--- src/hw/wdu_consts.vh ---
// Constants for the watchdog timer unit
`ifndef WDU_CONSTS_VH
`define WDU_CONSTS_VH
// ****************************************
// Register map (byte addresses)
// ****************************************
`define WDU_ADDR_CTRL      12'h000
`define WDU_ADDR_STATUS    12'h004
`define WDU_ADDR_VECTOR    12'h008
// ****************************************
// Control register fields
// ****************************************
`define WDU_BIT_SRC2       5
`define WDU_BIT_STPRST     6
`define WDU_BIT_SRC        7
`define WDU_CTRL_RESET     8'h00
`define WDU_CNT_LOAD       8'hff
// ****************************************
// Status register fields
// ****************************************
`define WDU_ST_RUN         0
`define WDU_ST_LOCKED      1
`define WDU_ST_STOPMODE    2
`define WDU_ST_RSTCAUSE    3
`define WDU_ST_INTRST      4
// ****************************************
// Prescaler and timing
// ****************************************
`define WDU_PRE_BITS       10
`define WDU_PRE_BITS_FAST  3
`define WDU_RST_HOLD_NS    2000
`define WDU_CLK_NS         25
`define WDU_RST_HOLD_CYC   ((`WDU_RST_HOLD_NS + `WDU_CLK_NS - 1) / `WDU_CLK_NS)
// ****************************************
// Reset vector locations
// ****************************************
`define WDU_VEC_LO         16'hfffc
`define WDU_VEC_HI         16'hfffd
`endif

--- src/hw/wdu_sync.v ---
// Two-stage synchroniser for asynchronous level inputs
`default_nettype none
module wdu_sync #(
    parameter W = 1
) (
    input  wire         pclk,
    input  wire         presetn,
    input  wire [W-1:0] d,
    output wire [W-1:0] q
);
    reg [W-1:0] s1_reg;
    reg [W-1:0] s2_reg;
    always @(posedge pclk or negedge presetn) begin
        if (!presetn) begin
            s1_reg <= {W{1'b0}};
            s2_reg <= {W{1'b0}};
        end else begin
            s1_reg <= d;
            s2_reg <= s1_reg;
        end
    end
    assign q = s2_reg;
endmodule // wdu_sync
`default_nettype wire

--- src/hw/wdu_edge.v ---
// Rising-edge detector producing a one-cycle enable pulse
`default_nettype none
module wdu_edge (
    input  wire pclk,
    input  wire presetn,
    input  wire d,
    output wire pulse
);
    reg last_reg;
    always @(posedge pclk or negedge presetn) begin
        if (!presetn) begin
            last_reg <= 1'b0;
        end else begin
            last_reg <= d;
        end
    end
    assign pulse = d & ~last_reg;
endmodule // wdu_edge
`default_nettype wire

--- src/hw/wdu_watchdog.v ---
// Watchdog timer unit with APB register access
// Notes on behaviour
// - Supervision counter is eight bits, counting down; underflow is timeout.
// - Reset and every control write load the counter with all ones.
// - Bits seven and five writable once after reset, bit six can be set by any later write; read zero after reset.
// - Counter idle after reset until first control write.
// - Underflow asserts internal reset; restart from reset vector after release.
// - After reset, start address fetched high from FFFD, low from FFFC.
// - Read gives upper five counter bits low, sources bits 5/7, stop bit 6.
// - Stop bit clear: stop instruction enters stop mode; counting resumes after.
// - Idle instruction never halts the counter.
// - Stop bit set: stop instruction causes internal reset.
// - Stop bit sticks at one once set; zero after reset.
// - Bit seven clear: timeout is 2^18 source cycles (32.768 ms at 8 MHz).
// - Counter keeps counting during stop-release stabilisation wait and wait mode.
// - On-chip oscillator source forces that oscillator running.
//
// Design decisions made here: the APB interface to the registers and the register addresses.
`default_nettype none
`include "wdu_consts.vh"
module wdu_watchdog #(
    parameter PRE_BITS      = `WDU_PRE_BITS,
    parameter PRE_BITS_FAST = `WDU_PRE_BITS_FAST,
    parameter RST_HOLD      = `WDU_RST_HOLD_CYC
) (
    input  wire        pclk,
    input  wire        presetn,
    input  wire        psel,
    input  wire        penable,
    input  wire        pwrite,
    input  wire [11:0] paddr,
    input  wire [31:0] pwdata,
    output wire        pready,
    output reg  [31:0] prdata,
    output wire        pslverr,
    input  wire        main_osc_input,
    input  wire        sub_osc_input,
    input  wire        onchip_osc_input,
    input  wire        halt_instruction,
    input  wire        idle_instruction,
    input  wire        stop_release,
    input  wire        stab_wait_done,
    output reg         internal_reset,
    output reg         stop_mode,
    output wire        onchip_osc_force_on,
    output reg         vector_fetch,
    output wire [15:0] vector_addr_hi,
    output wire [15:0] vector_addr_lo
);
    // ****************************************
    // Clock source inputs
    // ****************************************
    wire [2:0] osc_sync;
    wire       main_tick;
    wire       sub_tick;
    wire       onchip_tick;
    wdu_sync #(.W(3)) u_osc_sync (
        .pclk    (pclk),
        .presetn (presetn),
        .d       ({onchip_osc_input, sub_osc_input, main_osc_input}),
        .q       (osc_sync)
    );
    wdu_edge u_edge_main (
        .pclk    (pclk),
        .presetn (presetn),
        .d       (osc_sync[0]),
        .pulse   (main_tick)
    );
    wdu_edge u_edge_sub (
        .pclk    (pclk),
        .presetn (presetn),
        .d       (osc_sync[1]),
        .pulse   (sub_tick)
    );
    wdu_edge u_edge_onchip (
        .pclk    (pclk),
        .presetn (presetn),
        .d       (osc_sync[2]),
        .pulse   (onchip_tick)
    );
    // ****************************************
    // Register state
    // ****************************************
    reg  [7:0]          cnt_reg;
    reg  [PRE_BITS-1:0] pre_reg;
    reg                 run_reg;
    reg                 locked_reg;
    reg                 src_reg;
    reg                 src2_reg;
    reg                 stprst_reg;
    reg                 cause_reg;
    reg  [15:0]         hold_reg;
    wire                wr_en;
    wire                rd_en;
    wire                ctrl_wr;
    wire                src_tick;
    wire                pre_wrap;
    wire                cnt_tick;
    wire                underflow;
    wire                stop_reset;
    wire                trigger;
    // Hold count sized on purpose for the 16-bit down counter
    localparam [15:0]   RST_HOLD_W = RST_HOLD;
    assign pready  = 1'b1;
    assign pslverr = 1'b0;
    assign wr_en   = psel & penable & pwrite;
    assign rd_en   = psel & ~penable & ~pwrite;
    assign ctrl_wr = wr_en & (paddr == `WDU_ADDR_CTRL);
    // Bit 5 picks on-chip oscillator; otherwise main clock
    assign src_tick = src2_reg ? onchip_tick : main_tick;
    assign onchip_osc_force_on = src2_reg;
    // Bit 7 set shortens the prescaler; bit 7 clear gives 2^18 total
    assign pre_wrap = src_reg ? (pre_reg[PRE_BITS_FAST-1:0] == {PRE_BITS_FAST{1'b1}})
                              : (pre_reg == {PRE_BITS{1'b1}});
    // Counting continues in wait and stabilisation, only true stop halts
    assign cnt_tick  = run_reg & ~stop_mode & src_tick & pre_wrap;
    assign underflow = cnt_tick & (cnt_reg == 8'h00);
    assign stop_reset = halt_instruction & stprst_reg;
    assign trigger   = (underflow | stop_reset) & ~internal_reset;
    // ****************************************
    // Counter and control
    // ****************************************
    always @(posedge pclk or negedge presetn) begin
        if (!presetn) begin
            cnt_reg    <= `WDU_CNT_LOAD;
            pre_reg    <= {PRE_BITS{1'b0}};
            run_reg    <= 1'b0;
            locked_reg <= 1'b0;
            src_reg    <= 1'b0;
            src2_reg   <= 1'b0;
            stprst_reg <= 1'b0;
            cause_reg  <= 1'b0;
        end else if (internal_reset) begin
            // Internal reset returns the unit to its idle state
            cnt_reg    <= `WDU_CNT_LOAD;
            pre_reg    <= {PRE_BITS{1'b0}};
            run_reg    <= 1'b0;
            locked_reg <= 1'b0;
            src_reg    <= 1'b0;
            src2_reg   <= 1'b0;
            stprst_reg <= 1'b0;
        end else begin
            if (trigger) begin
                cause_reg <= stop_reset;
            end
            if (ctrl_wr) begin
                cnt_reg <= `WDU_CNT_LOAD;
                pre_reg <= {PRE_BITS{1'b0}};
                run_reg <= 1'b1;
                if (!locked_reg) begin
                    locked_reg <= 1'b1;
                    src_reg    <= pwdata[`WDU_BIT_SRC];
                    src2_reg   <= pwdata[`WDU_BIT_SRC2];
                end
                // Sticky once set, clearing attempts ignored
                stprst_reg <= stprst_reg | pwdata[`WDU_BIT_STPRST];
            end else if (run_reg && !stop_mode && src_tick) begin
                pre_reg <= pre_reg + {{(PRE_BITS-1){1'b0}}, 1'b1};
                if (cnt_tick) begin
                    cnt_reg <= cnt_reg - 8'h01;
                end
            end
        end
    end
    // ****************************************
    // Stop mode and internal reset
    // ****************************************
    always @(posedge pclk or negedge presetn) begin
        if (!presetn) begin
            stop_mode      <= 1'b0;
            internal_reset <= 1'b0;
            hold_reg       <= 16'h0000;
            vector_fetch   <= 1'b0;
        end else begin
            vector_fetch <= 1'b0;
            if (trigger) begin
                internal_reset <= 1'b1;
                stop_mode      <= 1'b0;
                hold_reg       <= RST_HOLD_W;
            end else if (internal_reset) begin
                if (hold_reg <= 16'h0001) begin
                    internal_reset <= 1'b0;
                    vector_fetch   <= 1'b1;
                end
                hold_reg <= hold_reg - 16'h0001;
            end else if (halt_instruction && !stprst_reg) begin
                stop_mode <= 1'b1;
            end else if (stop_release) begin
                // Counting resumes at once, through the stabilisation wait
                stop_mode <= 1'b0;
            end
        end
    end
    assign vector_addr_hi = `WDU_VEC_HI;
    assign vector_addr_lo = `WDU_VEC_LO;
    // ****************************************
    // APB read path
    // ****************************************
    always @(posedge pclk or negedge presetn) begin
        if (!presetn) begin
            prdata <= 32'h00000000;
        end else if (rd_en) begin
            if (paddr == `WDU_ADDR_CTRL) begin
                prdata <= {24'h000000, src_reg, stprst_reg, src2_reg, cnt_reg[7:3]};
            end else if (paddr == `WDU_ADDR_STATUS) begin
                prdata <= {27'h0000000, internal_reset, cause_reg, stop_mode,
                           locked_reg, run_reg};
            end else if (paddr == `WDU_ADDR_VECTOR) begin
                prdata <= {`WDU_VEC_HI, `WDU_VEC_LO};
            end else begin
                prdata <= 32'h00000000;
            end
        end
    end
    // stab_wait_done is informational: counting never pauses for it
    wire unused_ok = stab_wait_done & idle_instruction;
endmodule // wdu_watchdog
`default_nettype wire

--- config.mk ---
export PLATFORM = sky130hd
export DESIGN_NAME = wdu_watchdog
export DESIGN_NICKNAME = d
export VERILOG_FILES = /design/src/hw/wdu_sync.v /design/src/hw/wdu_edge.v /design/src/hw/wdu_watchdog.v
export VERILOG_INCLUDE_DIRS = /design/src /design/src/hw
export SDC_FILE = /design/constraint.sdc
export NUM_CORES = 1
export LEC_CHECK = 0
export ABC_AREA = 1
export BUFFER_PORTS_ARGS = -buffer_cell sky130_fd_sc_hd__buf_2
export CAP_MARGIN = 30
export CORE_UTILIZATION = 54
export CTS_CLUSTER_DIAMETER = 50
export DETAILED_ROUTE_END_ITERATION = 7
export GPL_TIMING_DRIVEN = 0
export MAX_ROUTING_LAYER = met4
export PLACE_DENSITY = 0.86
export SLEW_MARGIN = 20
export SYNTH_ARGS = -nofsm -noshare
export SYNTH_HDL_FRONTEND = slang
export SYNTH_SLANG_ARGS = --single-unit
--- constraint.sdc ---
create_clock -name pclk -period 4.3 [get_ports pclk]
set_input_delay 0.215 -clock pclk [delete_from_list [all_inputs] [get_ports pclk]]
set_output_delay 0.215 -clock pclk [all_outputs]
set_load 0.01 [all_outputs]
==> out/summary.md, run 1 <==
The tools report the max-slew violation total from the final report as 0. In this run the most critical hold path is launched from pwdata[5]. Weighted congestion at the end of routability-driven global placement: 0.827. The tools report the CTS root buffer as clkbuf_8.

Input and output buffers added on the ports amount to 58. For hold timing, the worst endpoint is onchip_osc_force_on. For the pin with the worst max-slew slack, the measured transition is 0.700 ns. In this run, the number of DRC markers left after iteration 0 of detailed routing was 222. The logs give 2.63 ns for the setup slack of the worst register-to-register path and 0.816 mW for the internal power of the cells. The max-capacitance violation count is 0, and the fraction of synthesis flops using an asynchronous set or reset pin is 100%. The site row count is 28, and the register bit total from synthesis is 57. In this run, synthesis inferred 0 flip-flops with an integrated enable.

In the routed design, unresolved DRC markers number 0. For the final global-route overflow total, the log shows 0. STA classifies the critical path endpoint as a register.

The run finished with clean final reports. For this design the total switching power over the nets is 0.236 mW. The area inside the core boundary is 0.00603 mm2, and the number of clock sinks is 57.

Category of the most critical setup path: reg -> reg. The clock network power share was 41.4%. The final layout contains routed wiring with a total length of 6.95 mm. The die is 81.7 um tall. The number of endpoints with negative hold slack in the final report came out at 0. The count of cells along the worst hold path works out to 3.

For this run, the leading register cell type out of synthesis is dfrtp_1. Measured against its own limit, the worst slew margin works out to 53.3%. The final HPWL from detailed placement was 5.22 mm; the number of fill cells in the layout was 501. The width of the chip is 81.7 um. The number of search-and-repair iterations in the first detailed-routing pass is 4, and the power density relative to cell area is 254 mW/mm2. The critical-path maximum fanout is 10. For this design the top-level I/O count stands at 126.

The endpoint identified for the worst register-to-register timing path is hold_reg[7]. Sequential fraction of the synthesis area: 41.9%. TritonCTS built the clock tree. Cells with a size suffix above 1 make up 28.7% of the layout. STA classifies the critical path startpoint as a register.

Data arrives at the worst endpoint at 1.90 ns. The starting density of the core is 56.9%, and the number of global-route vias before repair is 2615. Multiplexer cells account for 0% of the synthesized area. Summing the areas of all fa, ha and maj instances in the mapped netlist gives 2.19% of the synthesized area. The clock passes through at most 2 buffers. Setup total negative slack on the finished layout was measured at 0 ns. On the final layout, the worst hold slack is 0.151 ns. For the final database, setup skew stands at 0.0111 ns.

In the synthesized netlist, the cells that appear most often are nand2_1 (116), buf_4 (57), dfrtp_1 (49), inv_1 (45), nand3_1 (43). The share of the synthesized netlist area taken by xor and xnor gates came out at 0.767%. At the end of the flow, the number of nets in the layout was 611.

Sequential cells account for 51.5% of the total power. The area share of the leading cell type in the synthesized netlist is 35.8%, and the share of total power consumed by net switching is 22.5%. The routed design could run at a clock period as short as 1.67 ns.

The repair_antennas step left the layout with diodes totalling 0. The later pin in the worst-skew pair is clocked with a latency of 0.34 ns. Summed over all cells, the static leakage comes to 2.29 nW. The first global-routing pass estimated 11.2 mm of wire. Summed over all instances, the cell type with the most area after synthesis is dfrtp_1. The startpoint of the worst register-to-register path is pre_reg[1].

The area growth from synthesis to layout is 20.7%. Worst setup slack after layout: 2.63 ns. Of the total power, combinational logic draws 7.1%. Most frequently used cell type in the post-synthesis netlist: nand2_1.

The post-CTS setup repair buffer count is 0. Classification of the worst-slack hold path: in -> reg. The worst path uses 38.9% of the clock period. VDD sags by at most 314 uV.

The wire length per cell was 11.1 um; the flip-flop count of the largest register, all copies and words added was 16. Setup repair after global routing left no endpoint under its margin. For this run, the top clock speed supported by timing is 598 MHz.

Across all layers, the routed design uses 3026 vias. For the worst flop-to-flop path, the logic depth is 11. Before CTS, the worst setup slack after placement is 2.62 ns. The number of gates resized after CTS was 0.

The required time of the critical path came out at 4.53 ns. The synthesized netlist devotes 31.1% of its cell area to simple gates. The mapped netlist covers 0.00343 mm2. Clock-pin slew was measured on the worst setup and hold paths at 0.06 ns. The tools report the total power of the final layout as 1.05 mW. The dominant combinational cell family by area after synthesis is simple AND/OR/NAND/NOR gates. Averaged over all synthesized cells, the footprint is 7.72 um2.

Across every metal layer, demand over resource in global routing totals 23.1%. For the number of distinct library cells after synthesis, the log shows 33. The floorplan step defined a die boundary enclosing 0.00667 mm2.

After detailed routing, the number of vias per cell comes to 4.81. Entering global routing, the biggest net connects 58 pins. Sorting the synthesized cells by area gives the leading types as dfrtp_1 (36%), nand2_1 (13%), buf_4 (12%).

Summing the areas of all compound-gate instances in the mapped netlist gives 4.60% of the synthesized area. For the initial antenna violation count, the log shows 0. The tools report the count of final setup violators as 0. Synthesis produced a netlist whose cell count is 444. The tools report the number of antenna-violating nets in the routed design as 0. The Yosys warning count came out at 0. Counting the buffers created by CTS gives 9. The H-tree was split into 3 levels.
==> layout make-up <==
cell class / instances / area [um2] / area share, %
repair buffers: 61 / 323 / 7.80
clock buffers: 16 / 170 / 4.11
inverters: 47 / 176 / 4.26
plain buffers: 63 / 483 / 11.7
well taps: 75 / 93.8 / 2.27
multi-input cells: 310 / 1460 / 35.2
flip-flops and latches: 57 / 1440 / 34.7
==> worst max-delay path, stage by stage (launching register included) <==
cell and delay (ns):
dfrtp_1 0.39, ha_1 0.19, nand2_1 0.07, nor2_2 0.17, nand3_2 0.10, nand2_2 0.10, nand3_2 0.10, nand2_4 0.10
nand2_4 0.08, buf_6 0.15, nand2_1 0.06, nand2_1 0.05
==> cell usage in the layout, fill, tap and decap left out, drive strengths merged <==
| master | instances |
|---|---|
| o211ai | 1 |
| a31oi | 1 |
| nor3 | 12 |
| xor2 | 3 |
| a21oi | 14 |
| inv | 46 |
| o21a | 1 |
| nor2 | 46 |
| conb | 35 |
| dfstp | 8 |
| nand3b | 2 |
| dfrtp | 49 |
| buf | 121 |
| ha | 6 |
| and3 | 1 |
| nand4 | 5 |
| nand2 | 122 |
| dlygate4sd3 | 3 |
| and2 | 1 |
| nand3 | 45 |
| o21ai | 11 |
| nor4 | 2 |
| clkinv | 1 |
| clkbuf | 16 |
| or2 | 2 |
==> logic make-up (layout without fill, tap and decap cells) <==
group           count (synthesis)  in the layout
flops                          57             57
simple gates                  238            238
xor+xnor                        3              3
compound gates                 28             28
buf+inv                       110            187
fa+ha+maj                       6              6
other cells                     2             35
==> stage by stage <==
| step | utilization [%] | instance area (um2) | instances |
|---|---|---|---|
| 6_report | 68.7 | 4140 | 629 |
| 5_1_grt | 68.7 | 4140 | 629 |
| 4_1_cts | 68.7 | 4140 | 629 |
| 3_5_place_dp | 65.3 | 3940 | 610 |
| 3_3_place_gp | 65.3 | 3940 | 610 |
| 2_1_floorplan | - | 3550 | 477 |
==> power by group through the flow <==
stage	Sequential, mW	Combinational, mW	Clock (mW)
6_report	0.542	0.0744	0.436
3_3_place_gp	0.551	0.0705	0
4_1_cts	0.542	0.0736	0.447
2_1_floorplan	0.551	0.0451	0
3_5_place_dp	0.551	0.0714	0
5_1_grt	0.542	0.0844	0.470
==> per-layer routing <==
metal	vias to the layer above	track usage [%]	routed length (um)
met5	-	-	0
met4	0	7.89	89
met3	8	6.56	550
met2	116	37.9	3190
met1	1376	27.4	3120
li1	1526	-	-
==> worst max-delay path by stage <==
stage	startpoint	to	slack (ns)	cells past startpoint
2_1_floorplan	pre_reg[0]	hold_reg[14]	2.82	11
3_3_place_gp	pre_reg[0]	hold_reg[9]	2.66	11
3_5_place_dp	pre_reg[0]	hold_reg[7]	2.62	11
4_1_cts	pre_reg[0]	hold_reg[7]	2.61	11
5_1_grt	pre_reg[0]	hold_reg[8]	2.48	11
6_report	pre_reg[1]	hold_reg[7]	2.63	11
==> timing repair <==
action,4_1_cts,5_1_grt
setup endpoints to repair,0,0
hold endpoints to repair,51,0
hold buffers,3,0
(Power assumes the default switching activity.)
==> run 2, diff against run 1 <==
- ABC_AREA: 1 -> 0
- CORE_UTILIZATION: 54 -> 50
- PLACE_DENSITY: 0.86 -> 0.81
- clock period: 4.3 -> 1.7 ns (I/O delays scaled with it)
==> out/summary.md, run 2 <==
For hold timing, the worst endpoint is stprst_reg. The post-route netlist has 48.5% of its cells at a drive strength greater than 1. The library cell used most frequently in the layout, excluding fill and tap cells, is buf_4. The global-route wire length before repair is 13.1 mm. The area inside the core boundary is 0.00639 mm2, and the final global-route overflow total is 0. Summing over every cut layer, the via total after detailed routing is 2965. Setup repair after global routing could not meet its margin everywhere. Initial antenna violation count: 0. The cell taking the most area after synthesis is dfrtp_1. Setup violations remaining at the end of the flow were counted as 33. The tool flagged a number of max-cap violations equal to 0. Across the routed clock network, the largest skew measured is 0.00777 ns. Counting cells, the worst reg-to-reg path comes to 5. Summed over all layers, the routed wires come to 8.79 mm.

The number of distinct library cells after synthesis is 56, and the maximum number of pins on one net before global-route repair is 58. I/O pin total: 126. The commonest register cell after synthesis is dfrtp_1. Power spread over the standard cell area amounts to 616 mW/mm2. The sequential fraction of the synthesis area was 43.1%; the DRC violation count after routing was 0.

Area growth from synthesis to layout: 41.9%. The diode insertion count for antenna repair is 0. The Yosys step of the flow raised 0 warnings. Measured along the x axis, the die boundary spans 83.6 um. Routed signal wires occupy layers up through met4.

The CTS root buffer was clkbuf_8. The slowest stage of the critical path is the o41a_1 cell. The run gives 2.11 ns as the arrival time reported for the critical path endpoint. The transition time of the tightest slew-check pin is 0.734 ns, and the max-slew violation total from the final report is 0. The weighted congestion at the end of routability-driven global placement was 0.869; the wire length per cell was 15.7 um. The worst hold path was traced through 3 stages.

The checks that failed: negative setup slack. A synthesized cell averages 9.80 um2. The flow ran to the end, but the final reports show violations. The category of the most critical setup path was reg -> reg. The share of total power dissipated in the clock network is 46.0%. The vertical die dimension works out to 83.6 um. In this run the worst hold path is classified as in -> reg.

The pre-antenna-repair detailed-routing pass consisted of 4 iterations. After clock tree synthesis, the clock-pin slew on the worst setup and hold paths is 0.07 ns. Sequential cells burn 47.1% of the power. For this run, the slowest stage of the critical path takes 0.46 ns. Counting flops with a built-in enable in the synthesized netlist gives 0. For this block, the initial DRC count from the detailed router was 157. The number of cells produced by synthesis was 340; the all-layer global routing usage was 24.1%. In the finished design, the share of the clock period the worst path needs comes to 110%. The type of destination of the critical path was a register. In this run the most critical hold path is launched from pwdata[6]. The startpoint of the worst register-to-register path was pre_reg[5]. CTS built an H-tree with a depth of 3.

The clock net in this run drives a total of 57 sinks. After detailed routing, the number of vias per cell comes to 5.30. Traced cell by cell, the critical path runs through nand4_2 -> o41a_1 -> buf_6 -> o311a_4 -> mux2_4.

The number of nets in the finished design was 539; the fraction of synthesis flops using an asynchronous set or reset pin was 100%. After detailed routing, the met3 layer carries 404 um of wire. The floorplan step defined a die boundary enclosing 0.00699 mm2. By area the synthesized netlist is led by dfrtp_1 (37%), buf_4 (13%), dfstp_2 (6.3%). Data on the critical path is required at its endpoint by 1.93 ns. The worst path in the final design needs a cycle of 1.88 ns, including I/O delays and setup.

Once the floorplan was initialized, standard cells occupied 52.2% of the core. Counting the fill cells in the layout gives 440. The run gives 29 as the site row count. The tools report the worst hold slack across all endpoints as 0.0180 ns. The cell area that synthesis handed to floorplanning was 0.00333 mm2.

For flop-to-flop paths, the worst setup slack is -0.18 ns. For the worst setup slack after layout, the log shows -0.176 ns. The number of endpoints with negative hold slack in the final report is 0, and the share of total power consumed by net switching is 22.6%. The tools report the maximum vdd drop as 828 uV.

The port buffer count is 57, and the maximum clock frequency is 533 MHz. The source-to-sink clock delay at the later pin of the worst-skew pair is 0.34 ns. The number of clock buffers inserted by TritonCTS is 9, and the number of global-route vias before repair is 2813. The top cell types in the final layout, fill and taps aside, are buf_4 (84), buf_2 (57), dfrtp_1 (45). The register with the most flip-flops in the layout has 16 of them. STA classifies the critical path startpoint as a register.

Measured against its own limit, the worst slew margin works out to 51.1%. Summed over its instances, the top area cell type makes up 36.8% of the synthesized netlist area. In the final routing, the length of wire on met1 measures 3.42 mm. Register bit total from synthesis: 57. The tools report the net switching component of the power as 0.657 mW. In this run the critical register-to-register path is captured at hold_reg[0]. In this run the worst path has a maximum fanout of 6.

The logs give 6.9% for the relative contribution of combinational cells to total power and 74.0% for the core utilization of the finished layout. The most common cell in the synthesized netlist is buf_4. In this run the static leakage power is 2.24 nW. Sorting the synthesized cells by how often they occur yields buf_4 (57), dfrtp_1 (49), nor2_1 (26), o21ai_0 (21), nand3_1 (17).

Once detailed placement completed, the half-perimeter wirelength came to 5.34 mm. TritonCTS built the clock tree. The logs give 2.26 mW for the internal power of the cells and 4.87 mm for the routed wire length on met2.

The maximum number of buffers from clock root to sink was 2; the number of antenna-violating nets in the routed design was 0.
run 2: changes by cell type in the layout (fill, tap and decap cells not counted), sizes merged, moves of 10 or more:
cell and change:
nand2 -106, o21ai +10, or3 +10, o31ai +12
nand3 -28, buf +28, inv -32, nor2 -20
run 2: how the worst max path moves through the flow:
stage	from	endpoint	slack, ns	cells after the start
finish	pre_reg[5]	hold_reg[0]	-0.18	5
global route	onchip_osc_force_on	pre_reg[8]	-0.27	7
CTS	onchip_osc_force_on	hold_reg[0]	-0.17	4
detailed placement	pre_reg[0]	hold_reg[13]	-0.39	6
global placement	pre_reg[0]	hold_reg[10]	-0.33	6
floorplan	onchip_osc_force_on	hold_reg[0]	-0.13	4
run 2: cell type report:
cell class | instances | area [um2] | share of cell area (%)
multi-input combinational | 236 | 1830 | 38.6
sequential | 57 | 1440 | 30.5
timing repair buffer | 92 | 591 | 12.5
buffer | 67 | 512 | 10.8
clock buffer | 14 | 173 | 3.65
tap | 77 | 96.3 | 2.04
inverter | 14 | 52.6 | 1.11
clock inverter | 2 | 35.0 | 0.741
run 2: cells by family after synthesis:
| group | count (synthesis) | synth area share [%] |
|---|---|---|
| flops | 57 | 43.1 |
| compound gates | 71 | 15.8 |
| simple gates | 114 | 19.9 |
| mux | 4 | 1.35 |
| buf+inv | 81 | 16.1 |
| other cells | 2 | 0.225 |
| xor+xnor | 5 | 1.31 |
| fa+ha+maj | 6 | 2.25 |
run 2: worst max-delay path, delay by kind of cell, from the launching register on:
family | cells | cell delay, ns
and+or+nand+nor | 1 | 0.12
buffers and inverters | 1 | 0.17
AOI/OAI and AO/OA | 2 | 0.79
muxes | 1 | 0.26
DFF | 1 | 0.42
run 2: timing repair:
action                                  CTS  global route
setup buffers                            16            13
gates cloned                              2             1
pin swaps                                10            14
resized for setup                        28            43
endpoints found under the setup margin   36            35
endpoints found under the hold margin    52             0
hold buffers                              4             0
run 2: routing by layer:
metal | vias to the layer above | track usage, %
li1 | 1420 | -
met1 | 1456 | 27.0
met2 | 76 | 41.8
met3 | 13 | 7.12
met4 | 0 | 6.63
met5 | - | -
run 2: through the flow:
step	TNS, ns	setup WS [ns]	area, um2	cells	total power [mW]
after floorplan	-1.62	-0.131	3500	373	1.51
after global placement	-6.22	-0.330	3880	507	1.57
after detailed placement	-7.57	-0.390	3880	507	1.58
after CTS	-2.71	-0.168	4400	545	2.92
after global routing	-4.68	-0.270	4730	559	3.01
final	-2.49	-0.176	4730	559	2.91
run 2: power by group through the flow:
stage | Clock (mW) | Sequential, mW | Combinational [mW]
after floorplan | 0 | 1.39 | 0.119
after global placement | 0 | 1.39 | 0.180
after detailed placement | 0 | 1.39 | 0.183
after CTS | 1.36 | 1.37 | 0.191
after global routing | 1.41 | 1.37 | 0.220
final | 1.34 | 1.37 | 0.201
==> run 3, diff against run 2 <==
- RECOVER_POWER: unset -> 25
==> out/summary.md, run 3 (synthesized netlist as in run 2, its figures left out) <==
The checks that failed: negative setup slack. The max-slew violation total from the final report came out at 0. For this run, the top clock speed supported by timing is 533 MHz. The share of total power dissipated in the clock network is 46.0%. The top cell types in the final layout, fill and taps aside, are buf_4 (83), buf_2 (56), dfrtp_1 (45). The global-route wire length before repair is 13.1 mm, and the final wirelength is 8.77 mm. I/O pin total: 126. The logs give 2813 for the number of global-route vias before repair and 24.1% for the all-layer global routing usage. The clock passes through at most 2 buffers. Of the total power, combinational logic draws 6.9%.

The worst setup path is of the reg -> reg kind. The total leakage power is 2.23 nW, and the fraction of layout cells with a size suffix above 1 is 48.1%. The required time of the critical path was 1.93 ns; the worst clock skew on the final layout was 0.00782 ns. After detailed routing, the average wire length per cell comes to 15.7 um. The shortest period the worst path allows works out to 1.88 ns. Final hold analysis gives a worst-case slack of 0.0180 ns. Setup violations remaining at the end of the flow were counted as 33.

The worst setup slack after layout is -0.175 ns, and the transition time of the tightest slew-check pin is 1.29 ns. Across the VDD grid, the largest voltage drop is 828 uV. The tools report the maximum number of pins on one net before global-route repair as 58. The final HPWL from detailed placement is 5.34 mm. The initialized floorplan defines 29 standard-cell rows. The final critical path takes up 110% of the cycle. TritonCTS built the clock tree.

The die area was 0.00699 mm2; the source-to-sink clock delay at the later pin of the worst-skew pair was 0.34 ns. For this run the aggregate overflow at the end of global routing stands at 0. The pre-antenna-repair detailed-routing pass consisted of 4 iterations. The run finished, with violations left.

Once the floorplan was initialized, standard cells occupied 52.2% of the core. For the initial antenna violation count, the log shows 0. CTS placed an instance of clkbuf_8 at the clock tree root. The clock-pin slew on the worst setup and hold paths was 0.07 ns. The number of clock buffers inserted by TritonCTS was 9. The core region is 0.00639 mm2. The run gives 3 as the maximum level of the CTS H-tree.

The worst hold path belongs to the class in -> reg. The internal power of the cells was 2.25 mW; the width of the chip was 83.6 um. For this run, design rule violations remaining after detail routing come to 0. The flip-flop count of the largest register, all copies and words added works out to 16. The number of antenna-violating nets in the routed design was 0; the vias per cell was 5.31. Prior to clock tree synthesis, the placed netlist has a worst setup slack of -0.390 ns. Routability-driven placement finished with a final weighted congestion of 0.869. The tool flagged a number of max-cap violations equal to 0. For this design the ratio of total power to cell area is 616 mW/mm2. The total power of the final layout was 2.91 mW; the iteration-0 DRC count of the detailed router was 155. At the end of the flow, the number of nets in the layout was 539. Port buffer count: 57. STA classifies the critical path startpoint as a register. The logs give 0 for the diode insertion count for antenna repair and 47.1% for the sequential share of power. The worst pin sits at a relative slew slack of 14.3%. Of all nets on the critical path, the largest fanout is 6.

The number of endpoints with negative hold slack in the final report is 0, and the net switching component of the power is 0.657 mW. The tools report the arrival time reported for the critical path endpoint as 2.11 ns. The share of total power consumed by net switching was 22.6%; the vertical die dimension was 83.6 um. From synthesis to final layout, the design area changed by 41.7%.

Setup repair after global routing could not meet its margin everywhere. Leaving out fill and tap cells, the most frequent cell in the layout is buf_4. The type of destination of the critical path was a register. The run gives 57 as the number of clock sinks. For the count of vias placed by the detailed router, the log shows 2967.
==> run 3: per-stage QoR <==
stage	std cells	TNS [ns]	utilization (%)	area, um2
detailed placement	507	-7.57	60.8	3880
finish	559	-2.48	73.9	4720
CTS	545	-2.71	68.9	4400
global route	559	-4.86	73.9	4720
floorplan	373	-1.62	-	3500
global placement	507	-6.22	60.8	3880
==> run 3: critical path, cell delays in order (launching register included) <==
cell and delay (ns):
dfrtp_2 0.42, nand4_2 0.12, o41a_1 0.46, buf_6 0.17, o311a_4 0.33, mux2_4 0.26
==> run 3: repair_timing <==
item	4_1_cts	5_1_grt
setup endpoints to repair	36	35
gates cloned	2	1
resized for setup	28	43
pin swaps	10	14
buffers inserted	16	13
hold buffers	4	0
hold endpoints to repair	52	0
==> run 3: per-layer routing <==
layer  global-route usage [%]  vias to the layer above  part of all wire (%)
li1                         -                     1420                     -
met1                     27.0                     1459                    39
met2                     41.8                       75                    56
met3                     7.12                       13                   4.3
met4                     6.63                        0                   1.1
met5                        -                        -                     0
==> run 3: power by group through the flow <==
stage	registers [mW]	clock network [mW]	logic, mW
finish	1.37	1.34	0.200
global route	1.37	1.41	0.219
CTS	1.37	1.36	0.191
detailed placement	1.39	0	0.183
global placement	1.39	0	0.180
floorplan	1.39	0	0.119
==> run 3: final cells by class <==
cell class                      count  area [um2]
Fill cell                         441        1660
Tap cell                           77        96.3
Sequential cell                    57        1440
Multi-Input combinational cell    236        1830
Inverter                           14        52.6
Timing Repair Buffer               92         586
Clock inverter                      2        35.0
Clock buffer                       14         173
Buffer                             67         512
==> run 3: worst paths after layout <==
| check | startpoint | depth (start not counted) | slack [ns] | endpoint |
|---|---|---|---|---|
| max | pre_reg[5] | 5 | -0.18 | hold_reg[0] |
| min | pwdata[6] | 3 | 0.02 | stprst_reg |
| max reg2reg | pre_reg[5] | 5 | -0.18 | hold_reg[0] |
| min reg2reg | u_osc_sync.s1_reg[2] | 0 | 0.36 | u_osc_sync.q[2] |
| max in group asynchronous | presetn | 2 | 0.24 | pre_reg[2] |
| min in group asynchronous | presetn | 2 | 0.57 | prdata[5] |
